==> config.mk <==
export PLATFORM = sky130hd
export DESIGN_NAME = owdcs_top
export DESIGN_NICKNAME = d
export VERILOG_FILES = /design/src/logic/owdcs_pkg.sv /design/src/logic/owdcs_edge.sv /design/src/logic/owdcs_top.sv
export SDC_FILE = /design/constraint.sdc
export NUM_CORES = 1
export LEC_CHECK = 0
export ABC_AREA = 0
export BUFFER_PORTS_ARGS = -buffer_cell sky130_fd_sc_hd__buf_2
export CAP_MARGIN = 25
export CORE_MARGIN = 2
export CORE_UTILIZATION = 54
export CTS_CLUSTER_SIZE = 16
export DETAILED_ROUTE_END_ITERATION = 7
export GPL_TIMING_DRIVEN = 0
export PLACE_DENSITY = 0.79
export SLEW_MARGIN = 25
export SYNTH_ARGS = -nofsm -noshare
export SYNTH_HDL_FRONTEND = slang
export SYNTH_SLANG_ARGS = --single-unit
==> constraint.sdc <==
create_clock -name clock -period 3 [get_ports clock]
set_input_delay 0.3 -clock clock [delete_from_list [all_inputs] [get_ports clock]]
set_output_delay 0.3 -clock clock [all_outputs]
set_load 0.03 [all_outputs]
==> src/logic/owdcs_pkg.sv <==
// Package for the oscillator watchdog and clock select block
// Assumes one system clock and an Avalon-MM register slave
package owdcs_pkg;
	// Register byte offsets
	localparam logic [3:0] ADDR_CONFIG  = 4'h0;
	localparam logic [3:0] ADDR_STATUS  = 4'h4;
	localparam logic [3:0] ADDR_MASK    = 4'h8;
	localparam logic [3:0] ADDR_BUSCFG  = 4'hc;
	// Field positions
	localparam int DISABLE_BIT = 4;
	localparam int ALE_LSB     = 0;
	localparam int WAIT_LSB    = 4;
	localparam int TRI_BIT     = 8;
	// Reset values
	localparam logic [31:0] CONFIG_RESET = 32'h0000_0000;
	localparam logic [31:0] BUSCFG_RESET = 32'h0000_0000;
	// Watchdog overflow count
	localparam int WDOG_LIMIT = 16;
	localparam logic [3:0] WAIT_BASE = 4'hf;
	// Strap codes
	localparam logic [2:0] STRAP_DIRECT    = 3'h3;
	localparam logic [2:0] STRAP_PRESCALE  = 3'h1;
	typedef enum logic [1:0] {
		MODE_DIRECT,
		MODE_PRESCALE,
		MODE_PLL,
		MODE_BACKUP
	} owdcs_mode_type;
endpackage : owdcs_pkg

==> src/logic/owdcs_edge.sv <==
// Two-flop synchroniser with transition detector
// Assumes the sampled input is asynchronous to clock
`timescale 1ns/1ps
`default_nettype none
module owdcs_edge (
	// System
	input  wire logic clock,
	input  wire logic rst,
	// Signal
	input  wire logic sig_in,
	output logic      toggle
);
	logic s1_q;
	logic s2_q;
	logic s3_q;
	always_ff @(posedge clock) begin
		if (rst) begin
			s1_q <= 1'b0;
			s2_q <= 1'b0;
			s3_q <= 1'b0;
		end else begin
			s1_q <= sig_in;
			s2_q <= s1_q;
			s3_q <= s2_q;
		end
	end
	assign toggle = s2_q ^ s3_q;
endmodule : owdcs_edge
`default_nettype wire

==> src/logic/owdcs_top.sv <==
// Oscillator watchdog, clock source select and bus timing variables
// Assumes clock stands for the free-running backup oscillator clock
// Functional notes
// - Watchdog enabled after reset by default
// - Config bit 4 set disables watchdog
// - Enabled watchdog counts every backup clock
// - Crystal transition clears the watchdog counter
// - Sixteen counts without transition means failure
// - Failure selects backup clock, raises interrupt
// - Backup selection holds until hardware reset
// - Disabled watchdog: crystal clock, backup off except in multiplier mode
// - Other strap codes enable multiplier mode
// - Resync multiplier every F-th input transition
// - Latch extension equals half-periods times field
// - Wait time is 2 half-periods times 15-count
// - Tristate time 2 half-periods times 1-bit
// - Straps: 011 direct, 001 prescale, else factor
//
// Design decisions made here: the register offsets and the Avalon-MM register port.
`timescale 1ns/1ps
`default_nettype none
module owdcs_top (
	// System
	input  wire logic        clock,
	input  wire logic        rst,
	// Avalon-MM slave
	input  wire logic [3:0]  address,
	input  wire logic        read,
	input  wire logic        write,
	input  wire logic [31:0] writedata,
	input  wire logic [3:0]  byteenable,
	output logic      [31:0] readdata,
	output logic             waitrequest,
	// Clock inputs
	input  wire logic        crystal_input,
	input  wire logic [2:0]  clock_mode_strap_pins,
	// Clock control
	output logic             backup_osc_enable,
	output logic             cpu_clock_backup,
	output logic [1:0]       cpu_clock_mode,
	output logic [3:0]       pll_factor_x2,
	output logic             pll_resync,
	// Bus timing in half-clock periods
	output logic [1:0]       latch_ext_half_clocks,
	output logic [5:0]       wait_half_clocks,
	output logic [1:0]       tristate_half_clocks,
	// Interrupt
	output logic             clock_fail_irq
);
	// Registers
	logic [31:0] config_q;
	logic [31:0] busreg_q;
	logic        irq_mask_q;
	logic        fail_flag_q;
	logic [4:0]  wdog_q;
	logic        backup_q;
	logic [2:0]  clock_mode_straps_q;
	logic        strap_done_q;
	logic [3:0]  resync_q;
	logic        ack_q;
	logic        xtal_edge;

	owdcs_edge u_edge (
		.clock  (clock),
		.rst    (rst),
		.sig_in (crystal_input),
		.toggle (xtal_edge)
	);

	// Decode
	wire acc     = (read | write) & ~ack_q;
	wire wr_cfg  = write & acc & (address == owdcs_pkg::ADDR_CONFIG);
	wire wr_msk  = write & acc & (address == owdcs_pkg::ADDR_MASK);
	wire wr_bus  = write & acc & (address == owdcs_pkg::ADDR_BUSCFG);
	wire rd_stat = read & acc & (address == owdcs_pkg::ADDR_STATUS);
	wire wd_off  = config_q[owdcs_pkg::DISABLE_BIT];
	wire overflow = ~wd_off & ~backup_q &
		(wdog_q == 5'(owdcs_pkg::WDOG_LIMIT - 1)) & ~xtal_edge;
	wire [31:0] be_mask = {{8{byteenable[3]}}, {8{byteenable[2]}},
		{8{byteenable[1]}}, {8{byteenable[0]}}};
	wire [31:0] rd_mux =
		(address == owdcs_pkg::ADDR_CONFIG) ? config_q :
		(address == owdcs_pkg::ADDR_STATUS) ? {31'h0, fail_flag_q} :
		(address == owdcs_pkg::ADDR_MASK)   ? {31'h0, irq_mask_q} :
		(address == owdcs_pkg::ADDR_BUSCFG) ? busreg_q : 32'h0000_0000;

	// Strap decode
	wire is_direct = clock_mode_straps_q == owdcs_pkg::STRAP_DIRECT;
	wire is_presc  = clock_mode_straps_q == owdcs_pkg::STRAP_PRESCALE;
	logic [3:0] factor_x2;
	always_comb begin
		case (clock_mode_straps_q)
			3'h7:    factor_x2 = 4'h8;
			3'h6:    factor_x2 = 4'h6;
			3'h5:    factor_x2 = 4'h4;
			3'h4:    factor_x2 = 4'ha;
			3'h2:    factor_x2 = 4'h3;
			3'h0:    factor_x2 = 4'h5;
			default: factor_x2 = 4'h2;
		endcase
	end
	wire pll_mode = ~is_direct & ~is_presc;
	// Resync every F-th input transition, F rounded up
	wire [3:0] f_whole = 4'((factor_x2 + 4'h1) >> 1);

	// Bus slave: one wait state per access
	always_ff @(posedge clock) begin
		if (rst) begin
			ack_q <= 1'b0;
			waitrequest <= 1'b1;
			readdata <= 32'h0000_0000;
		end else begin
			ack_q <= acc;
			waitrequest <= ~acc;
			if (acc)
				readdata <= read ? rd_mux : 32'h0000_0000;
		end
	end

	// Config and bus registers
	always_ff @(posedge clock) begin
		if (rst) begin
			config_q <= owdcs_pkg::CONFIG_RESET;
			busreg_q <= owdcs_pkg::BUSCFG_RESET;
			irq_mask_q <= 1'b0;
		end else begin
			if (wr_cfg)
				config_q <= (config_q & ~be_mask) | (writedata & be_mask);
			if (wr_bus)
				busreg_q <= (busreg_q & ~be_mask) | (writedata & be_mask);
			if (wr_msk & byteenable[0])
				irq_mask_q <= writedata[0];
		end
	end

	// Straps caught at the first edge after reset release
	always_ff @(posedge clock) begin
		if (rst) begin
			strap_done_q <= 1'b0;
			clock_mode_straps_q <= 3'h0;
		end else if (!strap_done_q) begin
			strap_done_q <= 1'b1;
			clock_mode_straps_q <= clock_mode_strap_pins;
		end
	end

	// Watchdog counter
	always_ff @(posedge clock) begin
		if (rst)
			wdog_q <= 5'h00;
		else if (wd_off || backup_q || xtal_edge)
			wdog_q <= 5'h00;
		else if (wdog_q != 5'(owdcs_pkg::WDOG_LIMIT - 1))
			wdog_q <= wdog_q + 5'h01;
	end

	// Failover and sticky flag
	always_ff @(posedge clock) begin
		if (rst) begin
			backup_q <= 1'b0;
			fail_flag_q <= 1'b0;
		end else begin
			if (overflow)
				backup_q <= 1'b1;
			if (overflow)
				fail_flag_q <= 1'b1;
			else if (rd_stat)
				fail_flag_q <= 1'b0;
		end
	end

	// Multiplier resynchronisation
	always_ff @(posedge clock) begin
		if (rst) begin
			resync_q <= 4'h0;
			pll_resync <= 1'b0;
		end else begin
			pll_resync <= 1'b0;
			if (pll_mode && xtal_edge && !backup_q) begin
				if (resync_q >= f_whole - 4'h1) begin
					resync_q <= 4'h0;
					pll_resync <= 1'b1;
				end else
					resync_q <= resync_q + 4'h1;
			end
		end
	end

	// Registered outputs
	always_ff @(posedge clock) begin
		if (rst) begin
			backup_osc_enable <= 1'b1;
			cpu_clock_backup <= 1'b0;
			cpu_clock_mode <= 2'h0;
			pll_factor_x2 <= 4'h2;
			latch_ext_half_clocks <= 2'h0;
			wait_half_clocks <= 6'h00;
			tristate_half_clocks <= 2'h0;
			clock_fail_irq <= 1'b0;
		end else begin
			backup_osc_enable <= ~wd_off | pll_mode;
			cpu_clock_backup <= backup_q | overflow;
			if (backup_q)
				cpu_clock_mode <= owdcs_pkg::MODE_BACKUP;
			else if (pll_mode)
				cpu_clock_mode <= owdcs_pkg::MODE_PLL;
			else if (is_presc)
				cpu_clock_mode <= owdcs_pkg::MODE_PRESCALE;
			else
				cpu_clock_mode <= owdcs_pkg::MODE_DIRECT;
			pll_factor_x2 <= factor_x2;
			latch_ext_half_clocks <=
				busreg_q[owdcs_pkg::ALE_LSB +: 2];
			wait_half_clocks <= {1'b0, owdcs_pkg::WAIT_BASE -
				busreg_q[owdcs_pkg::WAIT_LSB +: 4], 1'b0};
			tristate_half_clocks <=
				{~busreg_q[owdcs_pkg::TRI_BIT], 1'b0};
			clock_fail_irq <= fail_flag_q & irq_mask_q;
		end
	end

	// Assertions
	a_wdog_clear: assert property (@(posedge clock) disable iff (rst)
		xtal_edge |=> wdog_q == 5'h00)
		else $error("watchdog not cleared by transition");
	a_wdog_count: assert property (@(posedge clock) disable iff (rst)
		(!wd_off && !backup_q && !xtal_edge && wdog_q < 5'd15)
		|=> wdog_q == $past(wdog_q) + 5'h01)
		else $error("watchdog did not count");
	a_fail_after: assert property (@(posedge clock) disable iff (rst)
		(!wd_off && !backup_q && !xtal_edge && wdog_q == 5'd15)
		|=> backup_q && fail_flag_q)
		else $error("overflow did not fail over");
	a_switch_out: assert property (@(posedge clock) disable iff (rst)
		overflow |=> ##1 cpu_clock_backup &&
		cpu_clock_mode == owdcs_pkg::MODE_BACKUP)
		else $error("cpu clock not switched to backup");
	a_backup_hold: assert property (@(posedge clock) disable iff (rst)
		backup_q |=> backup_q)
		else $error("backup released without reset");
	a_flag_sticky: assert property (@(posedge clock) disable iff (rst)
		(fail_flag_q && !rd_stat) |=> fail_flag_q)
		else $error("failure flag lost");
	a_disable_bit: assert property (@(posedge clock) disable iff (rst)
		wd_off |=> wdog_q == 5'h00 && !overflow)
		else $error("disabled watchdog still active");
	a_reset_enable: assert property (@(posedge clock)
		$fell(rst) |-> !wd_off)
		else $error("watchdog not enabled after reset");
	a_osc_off: assert property (@(posedge clock) disable iff (rst)
		(wd_off && !pll_mode) |=> !backup_osc_enable)
		else $error("backup oscillator left on");
	a_tristate: assert property (@(posedge clock) disable iff (rst)
		$past(busreg_q[owdcs_pkg::TRI_BIT]) |-> tristate_half_clocks == 2'h0)
		else $error("tristate time wrong");
endmodule : owdcs_top
`default_nettype wire

==> impl_summary.md, run 1 <==
Detailed routing
The routed design has 12550 um of wire. After detailed routing, the number of remaining DRC violations is 0. The total number of vias is around 4300. The count of nets left with antenna violations once routing finished came out at 0. The detailed-routing iteration count for the pre-antenna-repair pass is 5.

The average wire per cell in the routed design is ~16 um. The via density per instance is ~5.5. After the first detailed-routing iteration, the DRC count stood at around 270.

Clocking
The clock edge transition at the registers on the reported setup and hold paths is around 60 ps. The total clock buffers created by CTS is 17. The tree is rooted in a clkbuf_8. Gates resized during post-CTS repair numbered 0. The H-tree generated during clock tree synthesis spans 4 levels. For the worst-skew pair, the clock arrives at the later sink with an insertion delay of ~520 ps.

TritonCTS built the clock tree. The clock tree buffer depth is 2. Counting every sink on the clock net gives between 100 and 150. The number of buffers inserted for hold repair after clock tree synthesis is 0. In this run the post-CTS setup repair buffer count came out at 0.

Worst setup path
The logic depth of the worst register-to-register path is 12. The worst path required time is ~3400 ps. The worst setup path is captured at a register. In this run the worst path has a maximum fanout of 9. The slack of the worst reg-to-reg path is 410 ps. The worst setup path is of the reg -> reg kind.

The startpoint class of the critical path is a register. The worst register-to-register path begins at clock_mode_straps_q[2]$_SDFFE_PP0N_. In this run the critical register-to-register path is captured at resync_q[2]$_SDFFE_PP0P_. Data on the critical path arrives at its endpoint at 2960 ps.

Synthesis
Yosys mapped the design onto 35 distinct sky130hd cell types. The synthesis-stage register bit count is approximately 130. Yosys printed 0 warnings. The synthesized area divided by synthesized cell count is 9.177 um2. Summing every instance area after synthesis gives between 5000 and 6000 um2. For this run, the register share of the synthesized area comes to 0.5344. The cell count after synthesis came out at 547.

Power and ir drop
Power spread over the standard cell area amounts to between 600 and 700 nW/um2. The switching power of the nets is 0.9729 mW. The analysis attributes to cell leakage a power of 2.800 nW. The share of total power dissipated in the clock network is 0.509. The total power is roughly 4.3 mW.

The cell internal power dissipation is about 3.3 mW. The switching share of total power is 0.2285. Of the total power, combinational logic draws 0.063.

The sequential fraction of design power is 0.428. The worst-case IR drop observed on VDD is about 450 uV.

STA
Setup repair after global routing left no endpoint under its margin. Derived from the worst setup path, the maximum achievable clock frequency is between 0.3 and 0.4 GHz. The number of failing setup endpoints in the final timing report is 0. At the pin with the least slew margin, the transition time is roughly 900 ps.

The minimum period implied by the final worst setup slack is approximately 2600 ps. The final number of hold-violating endpoints came to 0. The remaining max-slew budget at the tightest pin is 0.4079.

Of the available clock period, the critical path in the final layout requires 0.8641. The setup skew after layout is ~10 ps. The worst setup slack after layout is 407.8 ps. The count of final max-slew check failures is 0. The sum of negative setup slack is 0 ps.

Die
The number of rows in the core area is 35. The y dimension of the die is between 100 and 150 um. The x dimension of the die is between 100 and 150 um. The I/O pin total is 101. The initial utilization of the core area, before any placement, comes to 0.5511.

The core region is between 9000 and 10000 um2. The floorplan step defined a die boundary enclosing approximately 10000 um2.

Worst hold path
The path category of the worst min-delay check is in -> reg. The beginning of the worst hold path is writedata[18]. The number of cells on the worst hold path is 3.

GRT
The overall fraction of global-route tracks in use is 0.2572. The via count of the first global-routing pass is ~4300. The global routing met3 resource utilization is 0.07869. The first-pass GRT wire length is 20060 um. For met1 alone, demand over resource in global routing was 0.3105. The global-route track usage on met2 is 0.4306. Entering global routing, the biggest net connects 17 pins. The overflow left after global routing is 0. The busiest layer in global routing is met2. The number of antenna violations at the first check in global routing came to 1.

Place
The number of port buffers is 97. OpenSTA, run right after detailed placement, puts the worst setup slack at 478.9 ps. The estimated wirelength of the detail-placed design is ~8500 um. At the end of routability-driven placement, the weighted congestion stood at 0.8437.

Layout
In the final layout, the share of cells above drive strength 1 is 0.2253. The total of fill cells in the finished design is between 700 and 800. The net total in the final layout is just over 700.

Leaving out fill and tap cells, the most frequent cell in the layout is dfxtp_1. The area taken by flip-flops and latches is 2683 um2. In the layout the commonest cells are dfxtp_1 (134), buf_2 (107), nand2_1 (98). The number of antenna diodes in the final layout is 0. From synthesis to final layout, the design area changed by 25.30%. The area used by multi-input combinational logic is between 2000 and 2500 um2.

Run status
The run finished with clean final reports.

Flow run
Across the run, the number of max-cap violations was 0.
-- worst max-delay path: stages, from the launching register on --
cell	delay (ps)
dfxtp_1	300
buf_2	160
nor3_1	280
a21oi_1	100
ha_1	230
xor2_1	170
ha_1	230
xor2_1	170
ha_1	280
o21ai_0	70
o21ai_0	150
o211a_1	230
nor3_1	80
-- kinds of logic (layout without fill, tap and decap cells) --
family / count (synthesis) / after routing / share of synthesized area
fa+ha+maj: 9 / 9 / 0.02243
buf+inv: 42 / 172 / 0.03764
compound gates: 107 / 107 / 0.1244
mux: 39 / 39 / 0.08026
other cells: 1 / 3 / 0.0007470
flops: 134 / 134 / 0.5344
simple gates: 205 / 205 / 0.1827
xor+xnor: 10 / 10 / 0.01745
-- stage by stage --
step | cell area [um2] | hold slack (ps) | cells | utilization
final | 6290 | 31.69 | 790 | 0.6905
after global routing | 6290 | 28.08 | 790 | 0.6905
after CTS | 6280 | 3.439 | 789 | 0.6894
after detailed placement | 5652 | 432.2 | 757 | 0.6205
after global placement | 5652 | 418.5 | 757 | 0.6205
after floorplan | 5027 | 393.2 | 549 | -
-- layout make-up --
class,count,area share
Buffer,34,0.02526
Clock buffer,19,0.06863
Clock inverter,13,0.03123
Inverter,8,0.004774
Multi-Input combinational cell,373,0.3427
Sequential cell,134,0.4265
Tap cell,111,0.02208
Timing Repair Buffer,98,0.07877
-- worst max-delay path by stage --
stage	start	end	slack, ps	cells past startpoint
after floorplan	clock_mode_straps_q[2]$_SDFFE_PP0N_	resync_q[0]$_SDFFE_PP0P_	710	12
after global placement	clock_mode_straps_q[2]$_SDFFE_PP0N_	resync_q[1]$_SDFFE_PP0P_	560	12
after detailed placement	clock_mode_straps_q[2]$_SDFFE_PP0N_	resync_q[1]$_SDFFE_PP0P_	480	12
after CTS	clock_mode_straps_q[2]$_SDFFE_PP0N_	resync_q[2]$_SDFFE_PP0P_	430	12
after global routing	clock_mode_straps_q[2]$_SDFFE_PP0N_	resync_q[0]$_SDFFE_PP0P_	240	12
final	clock_mode_straps_q[2]$_SDFFE_PP0N_	resync_q[2]$_SDFFE_PP0P_	410	12
-- routing by layer --
metal | share of wire | routed length [um]
met3 | 0.076 | 948
met5 | 0.00056 | 7
met1 | 0.42 | 5245
met4 | 0.010 | 131
met2 | 0.50 | 6217
-- cell usage after synthesis --
cell | n | area (um2)
a21oi_1 | 37 | 185.2
a22oi_1 | 31 | 232.7
a32oi_1 | 1 | 8.760
and2_1 | 2 | 12.51
and3_1 | 6 | 37.54
and4bb_1 | 1 | 12.51
buf_2 | 10 | 50.05
buf_4 | 5 | 37.54
clkbuf_1 | 19 | 71.32
conb_1 | 1 | 3.750
dfxtp_1 | 134 | 2683
ha_1 | 9 | 112.6
inv_1 | 8 | 30.03
mux2i_1 | 38 | 380.4
mux4_2 | 1 | 22.52
nand2_1 | 98 | 367.9
nand3_1 | 9 | 45.04
nand3_2 | 4 | 40.04
nand4_1 | 1 | 6.260
nand4b_1 | 1 | 8.760
nor2_1 | 56 | 210.2
nor2b_1 | 10 | 62.56
nor3_1 | 8 | 40.04
nor3_2 | 2 | 20.02
nor3b_1 | 1 | 7.510
nor3b_2 | 1 | 12.51
nor4_1 | 2 | 12.51
nor4b_1 | 1 | 8.760
o211a_1 | 1 | 10.01
o21ai_0 | 31 | 155.2
o21ai_1 | 5 | 25.02
o21bai_1 | 1 | 7.510
or2_2 | 2 | 12.51
xnor2_1 | 5 | 43.79
xor2_1 | 5 | 43.79
-- power groups by stage --
| stage | clock, mW | sequential, mW | combinational, mW |
|---|---|---|---|
| floorplan | 0 | 1.88 | 0.138 |
| global placement | 0 | 1.86 | 0.250 |
| detailed placement | 0 | 1.86 | 0.261 |
| CTS | 2.18 | 1.82 | 0.264 |
| global route | 2.26 | 1.83 | 0.295 |
| finish | 2.17 | 1.82 | 0.267 |
Power figures use the tool's default switching activity.
==> run 2: changes to the inputs <==
--- a/config.mk
+++ b/config.mk
@@ -6,14 +6,14 @@
 export NUM_CORES = 1
 export LEC_CHECK = 0
 export ABC_AREA = 0
-export BUFFER_PORTS_ARGS = -buffer_cell sky130_fd_sc_hd__buf_2
 export CAP_MARGIN = 25
 export CORE_MARGIN = 2
-export CORE_UTILIZATION = 54
+export CORE_UTILIZATION = 60
 export CTS_CLUSTER_SIZE = 16
 export DETAILED_ROUTE_END_ITERATION = 7
+export DONT_BUFFER_PORTS = 1
 export GPL_TIMING_DRIVEN = 0
-export PLACE_DENSITY = 0.79
+export PLACE_DENSITY = 0.76
 export SLEW_MARGIN = 25
 export SYNTH_ARGS = -nofsm -noshare
 export SYNTH_HDL_FRONTEND = slang
==> run 2 against run 1 <==
Net effect: largest cell class unchanged; cell area decreased by 2.0%; critical endpoint is now pll_resync$_SDFF_PP0_; sequential power about the same; cell count decreased by 8.2%.
==> impl_summary.md, run 2 (synthesis gave the netlist of run 1 again) <==
STA
The minimum period implied by the final worst setup slack is 2644 ps (+51.75 ps). Setup repair after global routing left no endpoint under its margin. The count of final max-slew check failures is 0 (unchanged). The remaining max-slew budget at the tightest pin is 0.4275 (+0.01966). The tightest hold margin is 29.23 ps (-2.463 ps). The sum of negative setup slack is 0 ps (unchanged). The setup skew after layout is 7.146 ps (-3.164 ps). The pin slew with the least headroom to its limit is 850.9 ps (-29.22 ps).

The number of failing setup endpoints in the final timing report is 0 (unchanged). The timing-limited maximum frequency was 0.3782 GHz (-2.0%). The final number of hold-violating endpoints is 0 (unchanged). The worst setup slack after layout is 356.1 ps (-51.75 ps).

The period utilization is 0.8813 (+0.01725).

Place
The routability congestion estimate from global placement is 0.7954 (-5.7%). The estimated wirelength of the detail-placed design is 7924 um (-6.3%). The placement-stage worst setup slack came to 427.8 ps (-51.07 ps). The number of port buffers is 0 (-100%).

Worst setup path
The endpoint type of the worst setup path is a register. The startpoint class of the critical path is a register. Walking the worst path, the cells encountered are buf_2 > nor3_1 > a21oi_1 > ha_1 > xor2_1 > ha_1 > xor2_1 > ha_1 > o21ai_0 > o21ai_0 > o211a_1 > and2_1.

The data arrival time of the critical path is 3110 ps (+150 ps). The startpoint of the lowest-slack register-to-register path is clock_mode_straps_q[2]$_SDFFE_PP0N_. The cell at the slowest stage of the critical path is nor3_1. The worst setup path category is reg -> reg. Counting stages on the worst path, the most repeated cell is ha_1.

The maximum fanout along the worst path came to 9 (unchanged). The biggest cell delay along the critical path is 330 ps (+30 ps). The worst path required time is 3470 ps (+100 ps).

The critical path starts at clock_mode_straps_q[2]$_SDFFE_PP0N_.

Clocking
The number of clock sinks is 134 (unchanged). The clock edge transition at the registers on the reported setup and hold paths came to 60 ps (about the same). The root buffer cell chosen for the clock tree is clkbuf_8. The count of H-tree levels built during CTS is 4 (unchanged). The number of resized instances in the post-cts repair step is 0 (unchanged). The post-CTS repair timing setup buffer count is 0 (unchanged). The total clock buffers created by CTS is 17 (unchanged).

The clock tree buffer depth is 2 (unchanged). TritonCTS built the clock tree. The insertion delay to the later sink of the worst-skew pair came to 520 ps (about the same).

Detailed routing
The via density per instance is 5.647 (+2.9%). The detailed-routing iteration count for the pre-antenna-repair pass is 5 (unchanged). The number of DRC markers in iteration 0 is 207 (-24%). The remaining antenna violation count after routing was 0 (unchanged). The total number of vias is 4094 (-5.6%). The average wire per cell in the routed design is 16.93 um (+6.6%). The wire length reported by the detailed router was 12270 um (-2.2%).

The detailed-route DRC error count came to 0 (unchanged).

GRT
The overflow left after global routing is 0 (unchanged). The number of antenna violations at the first check in global routing came to 0 (-1). The largest net degree at the start of global routing was 17 (unchanged). The overall fraction of global-route tracks in use is 0.2783 (+0.02113).

The via count of the first global-routing pass is 4010 (-5.7%). The first-pass GRT wire length is 19270 um (-3.9%).

Layout
The net total in the final layout came to 664 (-8.2%). The fraction of final layout cells with drive strength greater than 1 is 0.09047 (-0.1349). The library cell used most frequently in the layout, excluding fill and tap cells, is dfxtp_1. Relative to the synthesized area, the layout overhead comes to 22.78%.

Leaving out fill and tap cells, the most frequent cells in the layout are dfxtp_1 (134), nand2_1 (98), nor2_1 (56).

Die
The area enclosed by the die boundary came to 9114 um2 (-9.6%). The I/O pin total is 101 (unchanged). The number of rows in the core area is 33 (-5.7%). The x dimension of the die came to 95.47 um (-4.9%). The y dimension of the die is 95.47 um (-4.9%). The initial core utilization is 0.6140 (+0.06292). The area of the core was 8175 um2 (-10%).

Worst hold path
The startpoint identified for the worst hold timing path is rst. The path category of the worst min-delay check is in -> reg.

Power and ir drop
The total power was 4.205 mW (-1.3%). The static leakage power was 2.515 nW (-10%). The peak supply drop came to 363.7 uV (-18%).

The power density normalized to cell area is 682.2 nW/um2 (+0.77%).

Flow run
The max-capacitance violation count came to 0 (unchanged).

Run status
The run finished with clean final reports.
run 2: area by class of cell:
cell class | count | area, um2
multi-input cells | 373 | 2156
clock buffers | 21 | 469.2
well taps | 105 | 131.4
clock inverters | 10 | 142.6
flip-flops and latches | 134 | 2683
plain buffers | 34 | 158.9
fillers | 601 | 2012
diodes | 1 | 2.502
inverters | 8 | 30.03
repair buffers | 39 | 390.4
run 2: where the power goes:
part           total [mW]  internal, mW  switching, mW
clock network        2.12          1.36          0.766
registers            1.85          1.81         0.0395
logic               0.234        0.0971          0.137
total                4.20          3.26          0.943
run 2: timing repair:
action,in CTS,in global routing
hold buffers,38,1
setup endpoints to repair,0,0
endpoints found under the hold margin,71,1
run 2: through the flow:
step / instances / area (um2) / utilization
floorplan: 549 / 5027 / -
detailed placement: 654 / 5159 / 0.6310
global placement: 654 / 5159 / 0.6310
global route: 724 / 6161 / 0.7536
CTS: 723 / 6151 / 0.7524
finish: 725 / 6163 / 0.7539
run 2: path summary, 6_finish.rpt:
| kind | to | cells after the start | slack [ps] |
|---|---|---|---|
| hold reg to reg | wait_half_clocks[2]$_SDFF_PP0_ | 1 | 450 |
| hold / removal | fail_flag_q$_SDFFE_PP0P_ | 3 | 30 |
| setup / recovery | pll_resync$_SDFF_PP0_ | 12 | 360 |
| setup reg to reg | pll_resync$_SDFF_PP0_ | 12 | 360 |
run 2: critical path: cells and delay by family, from the launching register on:
family          cells  cell delay, ps
compound gates      4             590
xor+xnor            2             330
fa+ha+maj           3             730
buf+inv             1             160
flops               1             290
simple gates        2             490
run 2: per-layer routing:
layer | wire (um) | GRT usage | share of wire | vias to the layer above
li1 | - | - | - | 1979
met1 | 5018 | 0.3250 | 0.41 | 1958
met2 | 6105 | 0.4718 | 0.50 | 132
met3 | 940 | 0.09407 | 0.077 | 25
met4 | 209 | 0.1071 | 0.017 | 0
met5 | 0 | 0 | 0 | -
